## src/pkg/acc_consts.vh

```
// Register map, field positions and reset values of the conversion control.
//
// Overview of operation
// [RL1] Control write aborts, restarts unless channel off
// [RL2] Done flag set per conversion, read only
// [RL3] With compare on, done only if true
// [RL4] Control write or low result read clears done
// [RL5] Done with interrupt enable raises request
// [RL6] Single mode: one conversion per trigger
// [RL7] Continuous software mode repeats back to back
// [RL8] Continuous hardware mode starts on trigger
// [RL9] Channel select is bits four to zero
// [RL10] Codes: inputs 0-27, reserved, high, low reference
// [RL11] All-ones channel powers converter off, isolated
// [RL12] All-ones write stops continuous, no extra conversion
// [RL13] Single mode returns to low power after conversion
// [RL14] Compare enable bit gates completion and result
// [RL15] Trigger select picks software or hardware start
// [RL16] Active bit set at start, cleared at end
// [RL17] All-ones write aborts and leaves converter idle
// [RL18] Software must not write reserved code 11100
`ifndef ACC_CONSTS_VH
`define ACC_CONSTS_VH

// ----------------------------------------------------------------------
// Register word indices (byte address is four times the index)
// ----------------------------------------------------------------------
`define ACC_IDX_SC1      3'h0
`define ACC_IDX_SC2      3'h1
`define ACC_IDX_RES_LO   3'h2
`define ACC_IDX_RES_HI   3'h3
`define ACC_IDX_CMP      3'h4

// ----------------------------------------------------------------------
// Field positions
// ----------------------------------------------------------------------
`define ACC_SC1_DONE     7
`define ACC_SC1_IEN      6
`define ACC_SC1_CONT     5
`define ACC_SC1_CH_HI    4
`define ACC_SC1_CH_LO    0
`define ACC_SC2_ACTIVE   7
`define ACC_SC2_TRIG     6
`define ACC_SC2_CMPEN    5
`define ACC_SC2_CMPGT    4

// ----------------------------------------------------------------------
// Channel codes and reset values
// ----------------------------------------------------------------------
`define ACC_CH_LAST_EXT  5'h1b
`define ACC_CH_RESERVED  5'h1c
`define ACC_CH_HIGH_REF  5'h1d
`define ACC_CH_LOW_REF   5'h1e
`define ACC_CH_OFF       5'h1f
`define ACC_RST_CH       5'h1f
`define ACC_NUM_EXT      28

`endif

```

## src/hw/acc_ctrl.v

```verilog
// Conversion channel control with an Avalon-MM register slave.
//
// Our own choices: the Avalon-MM interface to the registers and the placing of the registers.
`timescale 1ns/1ps
`default_nettype none
`include "acc_consts.vh"

module acc_ctrl (
  input  wire        ref_clk,
  input  wire        reset,
  input  wire        clkEn,
  // Avalon-MM slave.
  input  wire [4:0]  avs_address,
  input  wire        avs_read,
  input  wire        avs_write,
  input  wire [31:0] avs_writedata,
  input  wire [3:0]  avs_byteenable,
  output reg  [31:0] avs_readdata,
  output wire        avs_waitrequest,
  // Trigger pin and converter core.
  input  wire        hardware_trigger_input,
  input  wire        convDone,
  input  wire [9:0]  convResult,
  output reg         convStart,
  output reg         convAbort,
  output wire        convPowerOn,
  output reg  [4:0]  convChannel,
  output reg  [27:0] extInputSel,
  output reg         highRefSel,
  output reg         lowRefSel,
  output wire        doneIrq
);

  // ----------------------------------------------------------------------
  // States
  // ----------------------------------------------------------------------
  localparam [2:0] ST_IDLE = 3'b001;
  localparam [2:0] ST_ARM  = 3'b010;
  localparam [2:0] ST_CONV = 3'b100;

  // ----------------------------------------------------------------------
  // Declarations
  // ----------------------------------------------------------------------
  reg  [2:0]  state_q;
  reg  [2:0]  state_d;
  reg         ack_q;
  reg         doneFlag_q;
  reg         doneFlag_d;
  reg         irqEn_q;
  reg         cont_q;
  reg  [4:0]  chSel_q;
  reg         trigHw_q;
  reg         cmpEn_q;
  reg         cmpGt_q;
  reg  [9:0]  cmpVal_q;
  reg  [9:0]  result_q;
  reg         start_d;
  reg         abort_d;
  reg  [31:0] rdata_d;
  wire        busReq;
  wire        busDo;
  wire        wrSc1;
  wire        wrSc2;
  wire        wrCmpLo;
  wire        wrCmpHi;
  wire        rdResLo;
  wire        hwTrig;
  wire        cmpTrue;
  wire        doneQual;
  wire [4:0]  newCh;
  wire [2:0]  wordIdx;

  // ----------------------------------------------------------------------
  // Functions
  // ----------------------------------------------------------------------
  // True when the channel code switches the converter off.
  function chanOff;
    input [4:0] ch;
    begin
      chanOff = (ch == `ACC_CH_OFF);
    end
  endfunction

  // One-hot select of the external inputs; codes above the last input
  // select none of them.
  function [27:0] extDecode;
    input [4:0] ch;
    integer     i;
    begin
      extDecode = 28'h0000000;
      for (i = 0; i < `ACC_NUM_EXT; i = i + 1) begin
        if (ch == i[4:0]) begin
          extDecode[i] = 1'b1;
        end
      end
    end
  endfunction

  // ----------------------------------------------------------------------
  // Bus decode
  // ----------------------------------------------------------------------
  // Every access waits one cycle so that read data come from a flop.
  assign busReq          = avs_read | avs_write;
  assign avs_waitrequest = busReq & ~ack_q;
  assign busDo           = clkEn & busReq & ack_q;
  assign wordIdx         = avs_address[4:2];
  assign wrSc1   = busDo & avs_write & avs_byteenable[0] &
                   (wordIdx == `ACC_IDX_SC1);
  assign wrSc2   = busDo & avs_write & avs_byteenable[0] &
                   (wordIdx == `ACC_IDX_SC2);
  assign wrCmpLo = busDo & avs_write & avs_byteenable[0] &
                   (wordIdx == `ACC_IDX_CMP);
  assign wrCmpHi = busDo & avs_write & avs_byteenable[1] &
                   (wordIdx == `ACC_IDX_CMP);
  assign rdResLo = busDo & avs_read & (wordIdx == `ACC_IDX_RES_LO);
  assign newCh   = avs_writedata[`ACC_SC1_CH_HI:`ACC_SC1_CH_LO]; // RL9

  // The handshake flop is high for one cycle per request, freezing with clkEn.
  always @(posedge ref_clk) begin
    if (reset) begin
      ack_q <= 1'b0;
    end else if (clkEn) begin
      ack_q <= busReq & ~ack_q;
    end
  end

  // ----------------------------------------------------------------------
  // Trigger and compare
  // ----------------------------------------------------------------------
  acc_trig_sync u_trig (
    .ref_clk   (ref_clk),
    .reset     (reset),
    .clkEn     (clkEn),
    .pinIn     (hardware_trigger_input),
    .risePulse (hwTrig)
  );

  // Less-than by default, greater-or-equal when selected.
  assign cmpTrue  = cmpGt_q ? (convResult >= cmpVal_q) :
                              (convResult < cmpVal_q);
  assign doneQual = convDone & (state_q == ST_CONV) &
                    (~cmpEn_q | cmpTrue);                   // RL2 RL3 RL14

  // ----------------------------------------------------------------------
  // Sequencer
  // ----------------------------------------------------------------------
  // A control write always wins over a completion in the same cycle.
  always @* begin
    state_d = state_q;
    start_d = 1'b0;
    abort_d = 1'b0;
    case (state_q)
      ST_IDLE: begin
        state_d = ST_IDLE;
      end
      ST_ARM: begin
        if (hwTrig) begin
          state_d = ST_CONV;                                // RL6 RL8
          start_d = 1'b1;
        end
      end
      ST_CONV: begin
        if (convDone) begin
          if (cont_q) begin
            start_d = 1'b1;                                 // RL7 RL8
          end else if (trigHw_q) begin
            state_d = ST_ARM;                               // RL6 RL13
          end else begin
            state_d = ST_IDLE;                              // RL6 RL13
          end
        end
      end
      default: begin
        state_d = ST_IDLE;
      end
    endcase
    if (wrSc1) begin
      abort_d = (state_q == ST_CONV);                       // RL1
      start_d = 1'b0;
      if (chanOff(newCh)) begin
        state_d = ST_IDLE;                                  // RL11 RL12 RL17
      end else if (trigHw_q) begin
        // Hardware mode only arms here; the pin edge starts it later.
        state_d = ST_ARM;                                   // RL15
      end else begin
        state_d = ST_CONV;                                  // RL1 RL15
        start_d = 1'b1;
      end
    end
  end

  // State and converter strobes.
  always @(posedge ref_clk) begin
    if (reset) begin
      state_q   <= ST_IDLE;
      convStart <= 1'b0;
      convAbort <= 1'b0;
    end else if (clkEn) begin
      state_q   <= state_d;
      convStart <= start_d;
      convAbort <= abort_d;
    end
  end

  // Power follows the converting state, so single mode drops to low
  // power by itself after each result.
  assign convPowerOn = state_q[2];                          // RL11 RL13

  // ----------------------------------------------------------------------
  // Done flag
  // ----------------------------------------------------------------------
  // Setting beats clearing, so a result landing on a clear is kept.
  always @* begin
    doneFlag_d = doneFlag_q;
    if (wrSc1 | rdResLo) begin
      doneFlag_d = 1'b0;                                    // RL4
    end
    if (doneQual) begin
      doneFlag_d = 1'b1;                                    // RL2 RL3
    end
  end

  // The request is a level that follows flag and enable together.
  assign doneIrq = doneFlag_q & irqEn_q;                    // RL5

  // ----------------------------------------------------------------------
  // Registers
  // ----------------------------------------------------------------------
  // The flag bit is read only; software writes to it are dropped.
  always @(posedge ref_clk) begin
    if (reset) begin
      doneFlag_q <= 1'b0;
      irqEn_q    <= 1'b0;
      cont_q     <= 1'b0;
      chSel_q    <= `ACC_RST_CH;
      trigHw_q   <= 1'b0;
      cmpEn_q    <= 1'b0;
      cmpGt_q    <= 1'b0;
      cmpVal_q   <= 10'h000;
      result_q   <= 10'h000;
    end else if (clkEn) begin
      doneFlag_q <= doneFlag_d;
      if (wrSc1) begin
        irqEn_q <= avs_writedata[`ACC_SC1_IEN];
        cont_q  <= avs_writedata[`ACC_SC1_CONT];
        chSel_q <= newCh;                                   // RL9
      end
      if (wrSc2) begin
        trigHw_q <= avs_writedata[`ACC_SC2_TRIG];           // RL15
        cmpEn_q  <= avs_writedata[`ACC_SC2_CMPEN];          // RL14
        cmpGt_q  <= avs_writedata[`ACC_SC2_CMPGT];
      end
      if (wrCmpLo) begin
        cmpVal_q[7:0] <= avs_writedata[7:0];
      end
      if (wrCmpHi) begin
        cmpVal_q[9:8] <= avs_writedata[9:8];
      end
      if (doneQual) begin
        result_q <= convResult;                             // RL14
      end
    end
  end

  // ----------------------------------------------------------------------
  // Channel select outputs
  // ----------------------------------------------------------------------
  // The reserved code and the off code drive no select at all, which
  // isolates the converter input from every source.
  always @(posedge ref_clk) begin
    if (reset) begin
      convChannel <= `ACC_RST_CH;
      extInputSel <= 28'h0000000;
      highRefSel  <= 1'b0;
      lowRefSel   <= 1'b0;
    end else if (clkEn) begin
      convChannel <= chSel_q;
      extInputSel <= chanOff(chSel_q) ? 28'h0000000 :
                     extDecode(chSel_q);                    // RL10 RL11
      highRefSel  <= (chSel_q == `ACC_CH_HIGH_REF);         // RL10
      lowRefSel   <= (chSel_q == `ACC_CH_LOW_REF);          // RL10
    end
  end

  // ----------------------------------------------------------------------
  // Read data
  // ----------------------------------------------------------------------
  // Captured in the waiting cycle and held through the answering edge;
  // unmapped words read as zero.
  always @* begin
    rdata_d = 32'h00000000;
    case (wordIdx)
      `ACC_IDX_SC1: begin
        rdata_d[`ACC_SC1_DONE] = doneFlag_q;
        rdata_d[`ACC_SC1_IEN]  = irqEn_q;
        rdata_d[`ACC_SC1_CONT] = cont_q;
        rdata_d[`ACC_SC1_CH_HI:`ACC_SC1_CH_LO] = chSel_q;
      end
      `ACC_IDX_SC2: begin
        rdata_d[`ACC_SC2_ACTIVE] = state_q[2];              // RL16
        rdata_d[`ACC_SC2_TRIG]   = trigHw_q;
        rdata_d[`ACC_SC2_CMPEN]  = cmpEn_q;
        rdata_d[`ACC_SC2_CMPGT]  = cmpGt_q;
      end
      `ACC_IDX_RES_LO: begin
        rdata_d[7:0] = result_q[7:0];
      end
      `ACC_IDX_RES_HI: begin
        rdata_d[1:0] = result_q[9:8];
      end
      `ACC_IDX_CMP: begin
        rdata_d[9:0] = cmpVal_q;
      end
      default: begin
        rdata_d = 32'h00000000;
      end
    endcase
  end

  // Read data register.
  always @(posedge ref_clk) begin
    if (reset) begin
      avs_readdata <= 32'h00000000;
    end else if (clkEn & avs_read & ~ack_q) begin
      avs_readdata <= rdata_d;
    end
  end

endmodule
`default_nettype wire

```

## src/hw/acc_trig_sync.v

```verilog
// Two-stage synchroniser and rising-edge detector for the trigger pin.
`timescale 1ns/1ps
`default_nettype none

module acc_trig_sync (
  input  wire ref_clk,
  input  wire reset,
  input  wire clkEn,
  input  wire pinIn,
  output wire risePulse
);

  reg meta_q;
  reg sync_q;
  reg prev_q;

  // ----------------------------------------------------------------------
  // Synchroniser chain
  // ----------------------------------------------------------------------
  // Only the second stage and its delayed copy feed the edge detector.
  always @(posedge ref_clk) begin
    if (reset) begin
      meta_q <= 1'b0;
      sync_q <= 1'b0;
      prev_q <= 1'b0;
    end else if (clkEn) begin
      meta_q <= pinIn;
      sync_q <= meta_q;
      prev_q <= sync_q;
    end
  end

  // A pulse of one cycle marks each rising edge of the pin.
  assign risePulse = clkEn & sync_q & ~prev_q;

endmodule
`default_nettype wire

```

## config.mk

```make
export PLATFORM = sky130hd
export DESIGN_NAME = acc_ctrl
export DESIGN_NICKNAME = d
export VERILOG_FILES = /design/src/hw/acc_ctrl.v /design/src/hw/acc_trig_sync.v
export VERILOG_INCLUDE_DIRS = /design/src /design/src/pkg
export SDC_FILE = /design/constraint.sdc
export NUM_CORES = 1
export LEC_CHECK = 0
export ABC_AREA = 1
export BUFFER_PORTS_ARGS = -buffer_cell sky130_fd_sc_hd__buf_2
export CORE_MARGIN = 2
export CORE_UTILIZATION = 53
export CTS_BUF_LIST = sky130_fd_sc_hd__clkbuf_16
export DETAILED_ROUTE_END_ITERATION = 6
export PLACE_DENSITY = 0.85
export SYNTH_ARGS = -nofsm -noshare
export SYNTH_HDL_FRONTEND = slang
export SYNTH_SLANG_ARGS = --single-unit
```

## constraint.sdc

```tcl
create_clock -name ref_clk -period 2.8 [get_ports ref_clk]
set_input_delay 0.42 -clock ref_clk [delete_from_list [all_inputs] [get_ports ref_clk]]
set_output_delay 0.42 -clock ref_clk [all_outputs]
set_load 0.05 [all_outputs]
```

==> results of run 1 <==
[state kept, by name, summed over array words and instances, names as in the netlist]
register and cells:
extInputSel 28, avs_readdata 10, cmpGt_q 1, doneFlag_q 1, ack_q 1, lowRefSel 1, convChannel 5, state_q 3
u_trig.meta_q 1, trigHw_q 1, u_trig.prev_q 1, result_q 10, u_trig.sync_q 1, cmpEn_q 1, convStart 1, highRefSel 1
convAbort 1, chSel_q 5, irqEn_q 1, cmpVal_q 10, cont_q 1
[metrics by stage]
stage,util [%],cells
global route,64.0,727
detailed placement,59.8,711
finish,64.0,727
global placement,59.8,711
floorplan,-,571
CTS,64.0,727
[power by group through the flow]
stage | logic (mW) | registers [mW] | clock network [mW]
after floorplan | 0.197 | 1.29 | 0
after detailed placement | 0.266 | 1.26 | 0
after CTS | 0.267 | 1.23 | 1.23
after global placement | 0.261 | 1.26 | 0
final | 0.267 | 1.23 | 1.22
after global routing | 0.291 | 1.23 | 1.30
[cell type report]
type / count / area (µm²) / share of cell area (%)
clock buffer: 9 / 225 / 4.82
clock inverter: 7 / 82.6 / 1.77
inverter: 61 / 233 / 4.99
multi-input combinational: 380 / 1860 / 39.8
sequential: 85 / 1700 / 36.5
tap: 99 / 124 / 2.65
timing repair buffer: 86 / 443 / 9.49
[cells in the mapped netlist (2+ instances only)]
master and count:
dfxtp_1 85, buf_4 24, nor2_1 45, nand2_1 132, nand3_1 25, o2111ai_1 2, nand2_2 2, inv_1 57
clkbuf_1 12, o211ai_1 10, buf_2 8, inv_2 2, nand2_4 2, o21ai_1 2, o21ai_0 32, a22oi_1 2
nor2_2 2, nand4_1 6, o221ai_1 2, o22ai_1 4, a21oi_1 71, ha_1 10
[logic make-up after synthesis]
| group | Yosys count | synth area share [%] |
|---|---|---|
| AOI/OAI and AO/OA | 127 | 17.4 |
| DFF | 85 | 42.6 |
| and+or+nand+nor | 221 | 24.0 |
| buffers and inverters | 106 | 12.8 |
| adders and majority gates | 10 | 3.13 |
| other | 1 | 0.0940 |
[placed cells by master (no fill, tap or decap), types with 5 or more instances in the layout]
cell type  Yosys  final
nand2_1      132    132
dfxtp_1       85     85
buf_2          8     81
a21oi_1       71     71
inv_1         57     57
nor2_1        45     45
o21ai_0       32     32
nand3_1       25     25
conb_1         1     22
o211ai_1      10     10
ha_1          10     10
clkbuf_16      0      9
nand4_1        6      6
buf_4         24      5
[per-layer routing]
layer	share of wire, %	track usage, %	wire length, µm	up-vias
li1	-	-	-	1887
met1	41	28.8	3990	1779
met2	49	40.3	4800	146
met3	7.8	5.84	754	18
met4	1.9	8.21	184	0
met5	0	0	0	-
[final timing paths]
kind,end,startpoint,depth (start not counted),slack (ns)
max reg2reg,result_q[0]$_SDFFE_PP0P_,cmpVal_q[9]$_SDFFE_PP0P_,12,0.55
min,u_trig.meta_q$_SDFFE_PP0P_,hardware_trigger_input,3,0.32
min reg2reg,extInputSel[18]$_SDFFE_PP0P_,extInputSel[18]$_SDFFE_PP0P_,2,0.46
max,result_q[0]$_SDFFE_PP0P_,cmpVal_q[9]$_SDFFE_PP0P_,12,0.55
[worst min-delay path: cells and delay by family]
family	cells	cell delay (ns)
buffers and inverters	1	0.07
and+or+nand+nor	2	0.13
==> run metrics, run 1 <==
pre-CTS setup slack between 0.4 and 0.5 ns; CP delay by family, top simple AND/OR/NAND/NOR gates; largest net degree at the start of global routing between 40 and 50; total of warnings raised by yosys 0; number of synthesized register bits 85; Setup Skew approximately 0.0084 ns; diode count 0; status complete, no violations; routed vias roughly 3800; final net count roughly 690; Final period util about four fifths; worst hold path type input port to register; initial antenna violation count 0; wire per inst around 13 µm; clk_lat worst skew around 0.34 ns; grt ovf 0; first-pass GRT wire length ~16000 µm; share of cells above drive strength 1 between 10% and 20%; Area Growth Syn to Fin 17.0%; Global Route Usage Sum 23.5%; Post-CTS Setup Bufs 0; # fillers approximately 660; post-synth cell types 35; clk root buf clkbuf_16; core area 7290 µm²; cell accounting for the most synthesized area dfxtp_1; IO buf count 81; Crit Path Category register to register; worst-path maximum fanout 21; Initial Util between 50% and 60%; Cell Pwr Density slightly below 600 nW/µm²; clk sink count 85; Die W approximately 91 µm; crit path DAT between 2 and 2.5 ns; Synth top area share between 40% and 50%; leakage 2.10 nW; Detail Route Antenna Nets 0; Hold WS approximately 0.32 ns; most frequent CP cell nand2_1; dpl cell area around 4400 µm²; WP buf/inv 3; post-layout min period 2.25 ns; part of the power in registers between 40% and 50%; peak supply drop 0.000304 V; Final Instance Area 4670 µm²; syn avg cell area 7.26 µm²; slew at the pin closest to its max-slew limit roughly 0.70 ns; vias in the first global route 3481; Rel. slew slack between 50% and 60%; sequential share of the synthesized area ~43%; total length of routed wires 9730 µm; startpoint types register; Power Total roughly 2.7 mW; IO Count 130; final setup violation count 0; Inserted Clock Buffers 9; Comb pwr share about a tenth; CP Capture Type register; GP Congestion approximately 0.9; RSZ-0062 raised after global routing no; PostCTS Resize Cnt 0; EDFF count, synth 0; hold_buf cts 0; FMAX 445 MHz; TritonCTS clock tree done; post-detail-place hpwl around 7100 µm; Crit-path slowest cell nand2_1; TNS Setup 0 ns; worst path required time between 3 and 4 ns; Max Slew Vio Count 0; cell internal pwr around 2 mW; DRC 0; maximum buffer depth of the clock tree 2; Final Hold Vio Count 0; Worst Slack Setup Final ~0.55 ns; drt via density ~5.3; Synth async-reset ratio 0%; Worst-path clk slew ~0.070 ns; max cap viols 0; TritonRoute pass-1 iters 4; row count 31; Clock power frac roughly 45%; P_sw 733 µW; # H-tree levels 3; sw frac between 20% and 30%; Synth area leaders dfxtp_1 43%, nand2_1 12%, a21oi_1 8.9%; synthesized area 3990 µm²; DR iter-0 viols roughly 160; Critical Path Max Stage Delay between 0.5 and 0.6 ns; worst-path cell chain inv_1, ha_1, nand2_1, inv_1, a21oi_1, nand4_1, nand2_1, inv_1, nand2_1, nand3_1, nand2_1, nor2_1; DIE AREA 8240 µm²; Mapped Cells 550; most common flop cell mapped by yosys dfxtp_1; Die Span Y about 91 µm
No activity file was read; power rests on OpenSTA's default activity.
==> run 2: changes to the inputs <==
Settings changed: ABC_AREA 1 to 0, CORE_UTILIZATION 53 to 51, PLACE_DENSITY 0.85 to 0.82.
Clock period 2.8 ns to 2.2 ns, I/O delays scaled along.
==> run 2 against run 1 <==
  * Final cell count down 11%
  * Worst hold slack lost 0.086 ns
  * Die area grew 3.7%
  * Total power grew 29%
  * Largest power group is now the clock network
  * Critical path depth shrank 4
  * First-iteration DRC count increased by 13%
  * Sequential share of layout area down 0.75 points
  * Count of clock-buffer cells in the layout unchanged
  * Clock skew is 0.0020 ns higher
  * Routed wire length rose by 5.8%
  * Register-to-register slack got worse by 0.49 ns
  * Synthesized cell count is 16% lower
==> run metrics, run 2 <==
EDFF count, synth 0 (unchanged); DIE AREA 8540 µm² (+3.7%); Worst Slack Setup Final 0.0578 ns (-0.495 ns); diode count 0 (unchanged); Area Growth Syn to Fin 19.8%; worst-path maximum fanout 6 (-71%); Initial Util 52.2% (-2.6 points); Final period util 97.4% (+17 points); initial antenna violation count 0 (unchanged); max cap viols 0 (unchanged); dpl cell area 4430 µm² (+1.5%); Crit-path slowest cell dfxtp_1; wire per inst 16.0 µm (+19%); core area 7650 µm² (+4.9%); leakage 1.99 nW (-5.3%); Most flops, register extInputSel; clk_lat worst skew 0.34 ns (about the same); DR iter-0 viols 178 (+13%); Cell Pwr Density 736 nW/µm² (+26%); Synth area leaders dfxtp_1 43%, a22oi_1 7.0%, mux2i_1 6.0%; peak supply drop 0.000389 V (+28%); DRC 0 (unchanged); startpoint types register; share of cells above drive strength 1 22.9% (+3.9 points); # H-tree levels 3 (unchanged); Final Instance Area 4780 µm² (+2.3%); Setup Skew 0.0103 ns (+0.00198 ns); first-pass GRT wire length 16700 µm (+5.8%); row count 32 (+3.2%); number of synthesized register bits 85 (unchanged); count leader, synth dfxtp_1; vias in the first global route 3433 (-1.4%); cell accounting for the most synthesized area dfxtp_1; Final Hold Vio Count 0 (unchanged); drt via density 5.65 (+7.2%); final net count 605 (-12%); final setup violation count 0 (unchanged); syn avg cell area 8.63 µm² (+19%); worst hold path type input port to register; Placed Instances 628 (-12%); IO buf count 81 (unchanged); Worst-path clk slew 0.07 ns (about the same); Layout Cells excl Fill 644 (-11%); hold_buf cts 0 (unchanged); TritonRoute pass-1 iters 4 (unchanged); commonest cells after routing, fill and taps aside 82 x dfxtp_1, 81 x buf_2, 62 x nor2_1; clk sink count 85 (unchanged); max reg flops 28 (unchanged); FMAX 467 MHz (+4.9%); Synth async-reset ratio 0% (unchanged); TritonCTS clock tree done; total length of routed wires 10300 µm (+5.8%); total of warnings raised by yosys 0 (unchanged); Inserted Clock Buffers 9 (unchanged); slew at the pin closest to its max-slew limit 0.650 ns (-0.0517 ns); routed vias 3636 (-5.1%); most common flop cell mapped by yosys dfxtp_1; IO Count 130 (unchanged); Die Span Y 92.4 µm (+1.8%); Core Util, Final 62.5% (-1.6 points); sequential share of the synthesized area 42.7% (about the same); Max Slew Vio Count 0 (unchanged); Global Route Usage Sum 24.5% (+0.94 points); Critical Path Max Stage Delay 0.36 ns (-0.15 ns); commonest non-fill, non-tap cell in the layout dfxtp_1; post-detail-place hpwl 7240 µm (+2.5%); Crit Path Category register to register; # fillers 647 (-2.6%); post-layout min period 2.14 ns (-0.105 ns); largest net degree at the start of global routing 66 (+50%); worst path required time 2.46 ns (-0.57 ns); commonest cells in the netlist 85 x dfxtp_1, 62 x nor2_1, 39 x nand2_1, 37 x a22oi_1; status complete, no violations; Post-CTS Setup Bufs 0 (unchanged); Rel. slew slack 56.5% (+3.5 points); post-synth cell types 48 (+37%); Mapped Cells 462 (-16%); Detail Route Antenna Nets 0 (unchanged); maximum buffer depth of the clock tree 2 (unchanged); synthesized area 3990 µm² (about the same); CP Capture Type register; grt ovf 0 (unchanged); pre-CTS setup slack 0.0217 ns (-0.469 ns); crit path DAT 2.41 ns (-0.07 ns); GP Congestion 0.879 (about the same); Synth top area share 42.7% (about the same); clk root buf clkbuf_16; Die W 92.4 µm (+1.8%); worst-path cell chain inv_1, ha_1, a21oi_1, o21ai_1, a211o_1, a311oi_2, buf_4, mux2i_1
## run 2: final cells by class
class | instances | area (µm²) | area share, %
inverters | 13 | 48.8 | 1.02
clock buffers | 9 | 225 | 4.71
clock inverters | 7 | 91.3 | 1.91
flip-flops and latches | 85 | 1710 | 35.7
repair buffers | 95 | 523 | 10.9
multi-input cells | 333 | 2060 | 43.0
well taps | 102 | 128 | 2.67
## run 2: kinds of logic (layout without fill, tap and decap cells)
| kind of cell | Yosys count | count (layout) | share of synthesized area (%) |
|---|---|---|---|
| flops | 85 | 85 | 42.7 |
| fa+ha+maj | 10 | 10 | 3.14 |
| buf+inv | 65 | 124 | 8.53 |
| compound gates | 102 | 102 | 17.6 |
| simple gates | 175 | 175 | 22.0 |
| other cells | 1 | 22 | 0.0940 |
| mux | 24 | 24 | 6.02 |
## run 2: worst paths after layout
kind | start | end | slack (ns) | cells past startpoint
worst min-delay path | hardware_trigger_input | u_trig.meta_q$_SDFFE_PP0P_ | 0.23 | 3
worst min register to register | convStart$_SDFFE_PP0P_ | convStart$_SDFFE_PP0P_ | 0.47 | 2
worst max-delay path | cmpVal_q[5]$_SDFFE_PP0P_ | result_q[9]$_SDFFE_PP0P_ | 0.06 | 8
worst max register to register | cmpVal_q[5]$_SDFFE_PP0P_ | result_q[9]$_SDFFE_PP0P_ | 0.06 | 8
## run 2: what timing repair did
item | in CTS | in global routing
setup endpoints to repair | 0 | 11
resized for setup | 0 | 9
endpoints found under the hold margin | 0 | 0
## run 2: power by group
group	switching [mW]	internal, mW
clock network	0.682	0.907
registers	0.00961	1.55
logic	0.268	0.0964
total	0.960	2.56
## run 2: metal layers
layer  global-route usage (%)  vias up  routed length, µm
met5                        0        -                  0
met1                     32.4     1724               4460
li1                         -     1729                  -
met4                     9.45        0                266
met2                     39.7      157               4890
met3                     4.39       26                670
## run 2: metrics by stage
| step | hold slack, ns | setup TNS, ns | power (mW) |
|---|---|---|---|
| 2_1_floorplan | 0.444 | 0 | 1.89 |
| 3_3_place_gp | 0.451 | 0 | 1.94 |
| 3_5_place_dp | 0.462 | 0 | 1.95 |
| 4_1_cts | 0.227 | 0 | 3.52 |
| 5_1_grt | 0.251 | -0.0181 | 3.61 |
| 6_report | 0.230 | 0 | 3.52 |
## run 2: worst max-delay path: cells and delay by family, from the launching register on
family / cells / cell delay, ns
buffers and inverters: 2 / 0.30
adder cells (fa/ha/maj): 1 / 0.31
AO/OA/AOI/OAI: 4 / 0.89
multiplexers: 1 / 0.21
flip-flops: 1 / 0.36
==> run 3: changes to the inputs <==
--- a/config.mk
+++ b/config.mk
@@ -9,5 +9,5 @@
 export ABC_AREA = 0
 export BUFFER_PORTS_ARGS = -buffer_cell sky130_fd_sc_hd__buf_2
-export CORE_MARGIN = 2
+export CORE_MARGIN = 8
 export CORE_UTILIZATION = 51
 export CTS_BUF_LIST = sky130_fd_sc_hd__clkbuf_16
==> constraint.sdc (replaced) <==
create_clock -name ref_clk -period 2.2 [get_ports ref_clk]
set_input_delay 0.33 -clock ref_clk [delete_from_list [all_inputs] [get_ports ref_clk]]
set_output_delay 0.33 -clock ref_clk [all_outputs]
set_load 0.02 [all_outputs]
==> run 3 against run 2 <==
  * The flow now finishes with violations (negative setup slack)
  * Via count about the same
  * First-iteration DRC count rose by 110%
  * Design area down 1.6%
  * Final cell count is 0.47% lower
  * Sequential power hardly changed
  * Die area rose by 28%
  * Routed wire length is 4.9% higher
  * Clock power shrank 11%
  * Fmax shrank 3.9%
  * Combinational power down 24%
  * Register-to-register slack lost 0.09 ns
  * Critical endpoint is now doneFlag_q$_SDFFE_PP0P_
  * Highest routed layer unchanged
==> run metrics, run 3 (synthesized netlist as in run 2, its figures left out) <==
IO buf count 81 (unchanged); R2R Path End doneFlag_q$_SDFFE_PP0P_; status finished, violations left; Crit Path Category register to register; slew at the pin closest to its max-slew limit 0.883 ns (+0.232 ns); leakage 1.96 nW (-1.7%); Power Total 3.26 mW (-7.3%); Worst-path clk slew 0.06 ns (about the same); IO Count 130 (unchanged); # H-tree levels 3 (unchanged); initial antenna violation count 0 (unchanged); Post-CTS Setup Bufs 0 (unchanged); DIE AREA 10900 µm² (+28%); TritonCTS clock tree done; clk root buf clkbuf_16; Final Hold Vio Count 0 (unchanged); Final Instance Area 4700 µm² (-1.6%); peak supply drop 0.000454 V (+17%); Initial Util 52.2% (unchanged); row count 32 (unchanged); post-detail-place hpwl 7780 µm (+7.5%); FMAX 449 MHz (-3.9%); final net count 602 (-0.50%); worst path required time 2.44 ns (-0.02 ns); routed vias 3638 (+0.055%); max reg flops 28 (unchanged); maximum buffer depth of the clock tree 2 (unchanged); commonest non-fill, non-tap cell in the layout dfxtp_1; RSZ-0062 raised after global routing yes; clk sink count 85 (unchanged); largest net degree at the start of global routing 55 (-17%); Area Growth Syn to Fin 17.8%; Die W 104 µm (+13%); Inserted Clock Buffers 9 (unchanged); Reg2Reg Setup Slack -0.03 ns (-0.09 ns); share of cells above drive strength 1 21.2% (-1.7 points); Reg2Reg Launch Point cmpVal_q[8]$_SDFFE_PP0P_; crit path DAT 2.47 ns (+0.06 ns); failing checks negative setup slack; hold_buf cts 0 (unchanged); CP Capture Type register; startpoint types register; R2R depth 8 (unchanged); DR iter-0 viols 365 (+110%); total length of routed wires 10800 µm (+4.9%); dpl cell area 4400 µm² (-0.51%); Die Span Y 104 µm (+13%); worst hold path type input port to register; worst-path maximum fanout 5 (-1); commonest cells after routing, fill and taps aside 85 x dfxtp_1, 81 x buf_2, 62 x nor2_1; final setup violation count 1 (+1); Most flops, register extInputSel; Final period util 101% (+4.0 points); Placed Instances 625 (-0.48%); vias in the first global route 3566 (+3.9%); clk_lat worst skew 0.34 ns (about the same); drt via density 5.68 (+0.52%); diode count 0 (unchanged); first-pass GRT wire length 17500 µm (+5.0%); Detail Route Antenna Nets 0 (unchanged); multi-input combinational cell area 2050 µm² (-0.49%); Sequential cell area 1700 µm² (-0.22%); max cap viols 0 (unchanged); Max Slew Vio Count 0 (unchanged); TNS Setup -0.0295 ns (-0.0295 ns); DRC 0 (unchanged); # fillers 640 (-1.1%); Cell Pwr Density 694 nW/µm² (-5.8%); post-layout min period 2.23 ns (+0.0874 ns); Layout Cells excl Fill 641 (-0.47%); Global Route Usage Sum 19.3% (-5.2 points); TritonRoute pass-1 iters 5 (+1); Worst Slack Setup Final -0.0295 ns (-0.0874 ns); Worst Hold Endpoint u_trig.meta_q$_SDFFE_PP0P_; GP Congestion 0.872 (-0.82%); min-delay src hardware_trigger_input; worst hold path depth 3 (unchanged); wire per inst 16.8 µm (+5.4%); core area 7650 µm² (unchanged); PostCTS Resize Cnt 0 (unchanged); Setup Skew 0.00594 ns (-0.00439 ns); Rel. slew slack 41.2% (-15 points); grt ovf 0 (unchanged)
==> run 3: cell types whose count changed in the layout (fill, tap and decap cells not counted), sizes merged <==
cell / previous run / this run
buf: 95 / 92
inv: 16 / 17
bufinv: 1 / 0
==> run 3: layout make-up <==
cell class / count / area share, %
multi-input combinational: 333 / 43.5
sequential: 85 / 36.2
timing repair buffer: 92 / 10.6
clock buffer: 9 / 4.79
tap: 102 / 2.72
clock inverter: 7 / 1.06
inverter: 13 / 1.04
==> run 3: per-stage QoR <==
step,setup WS [ns],util [%],hold WS [ns]
after CTS,0.0346,61.2,0.227
final,-0.0295,61.5,0.227
after global routing,-0.0565,61.5,0.246
after detailed placement,0.00694,57.6,0.463
after floorplan,0.266,-,0.444
after global placement,0.0923,57.6,0.452
==> run 3: layer usage <==
metal | wire length, µm | global-route usage (%) | vias to the layer above
met2 | 5150 | 31.8 | 166
met5 | 0 | 0 | -
met3 | 833 | 4.96 | 26
met4 | 255 | 7.96 | 0
met1 | 4550 | 23.2 | 1725
li1 | - | - | 1721
==> run 3: critical path, stage by stage (launching register included) <==
cell and delay (ns):
dfxtp_1 0.35, inv_1 0.07, ha_1 0.32, nand4_1 0.17
o311ai_2 0.10, a2111oi_0 0.63, a311oi_2 0.09, buf_4 0.20
o21ba_1 0.18
==> run 3: worst max-delay path by stage <==
stage	from	end	slack [ns]
2_1_floorplan	cmpVal_q[7]$_SDFFE_PP0P_	result_q[0]$_SDFFE_PP0P_	0.27
3_3_place_gp	convResult[7]	result_q[7]$_SDFFE_PP0P_	0.09
3_5_place_dp	convResult[7]	result_q[9]$_SDFFE_PP0P_	0.007
4_1_cts	cmpVal_q[9]$_SDFFE_PP0P_	result_q[4]$_SDFFE_PP0P_	0.03
5_1_grt	cmpVal_q[9]$_SDFFE_PP0P_	result_q[4]$_SDFFE_PP0P_	-0.06
6_report	cmpVal_q[8]$_SDFFE_PP0P_	doneFlag_q$_SDFFE_PP0P_	-0.03
==> run 3: power breakdown <==
part           internal (mW)  switching (mW)
clock                  0.771           0.643
combinational         0.0920           0.187
sequential              1.55          0.0123
total                   2.42           0.842
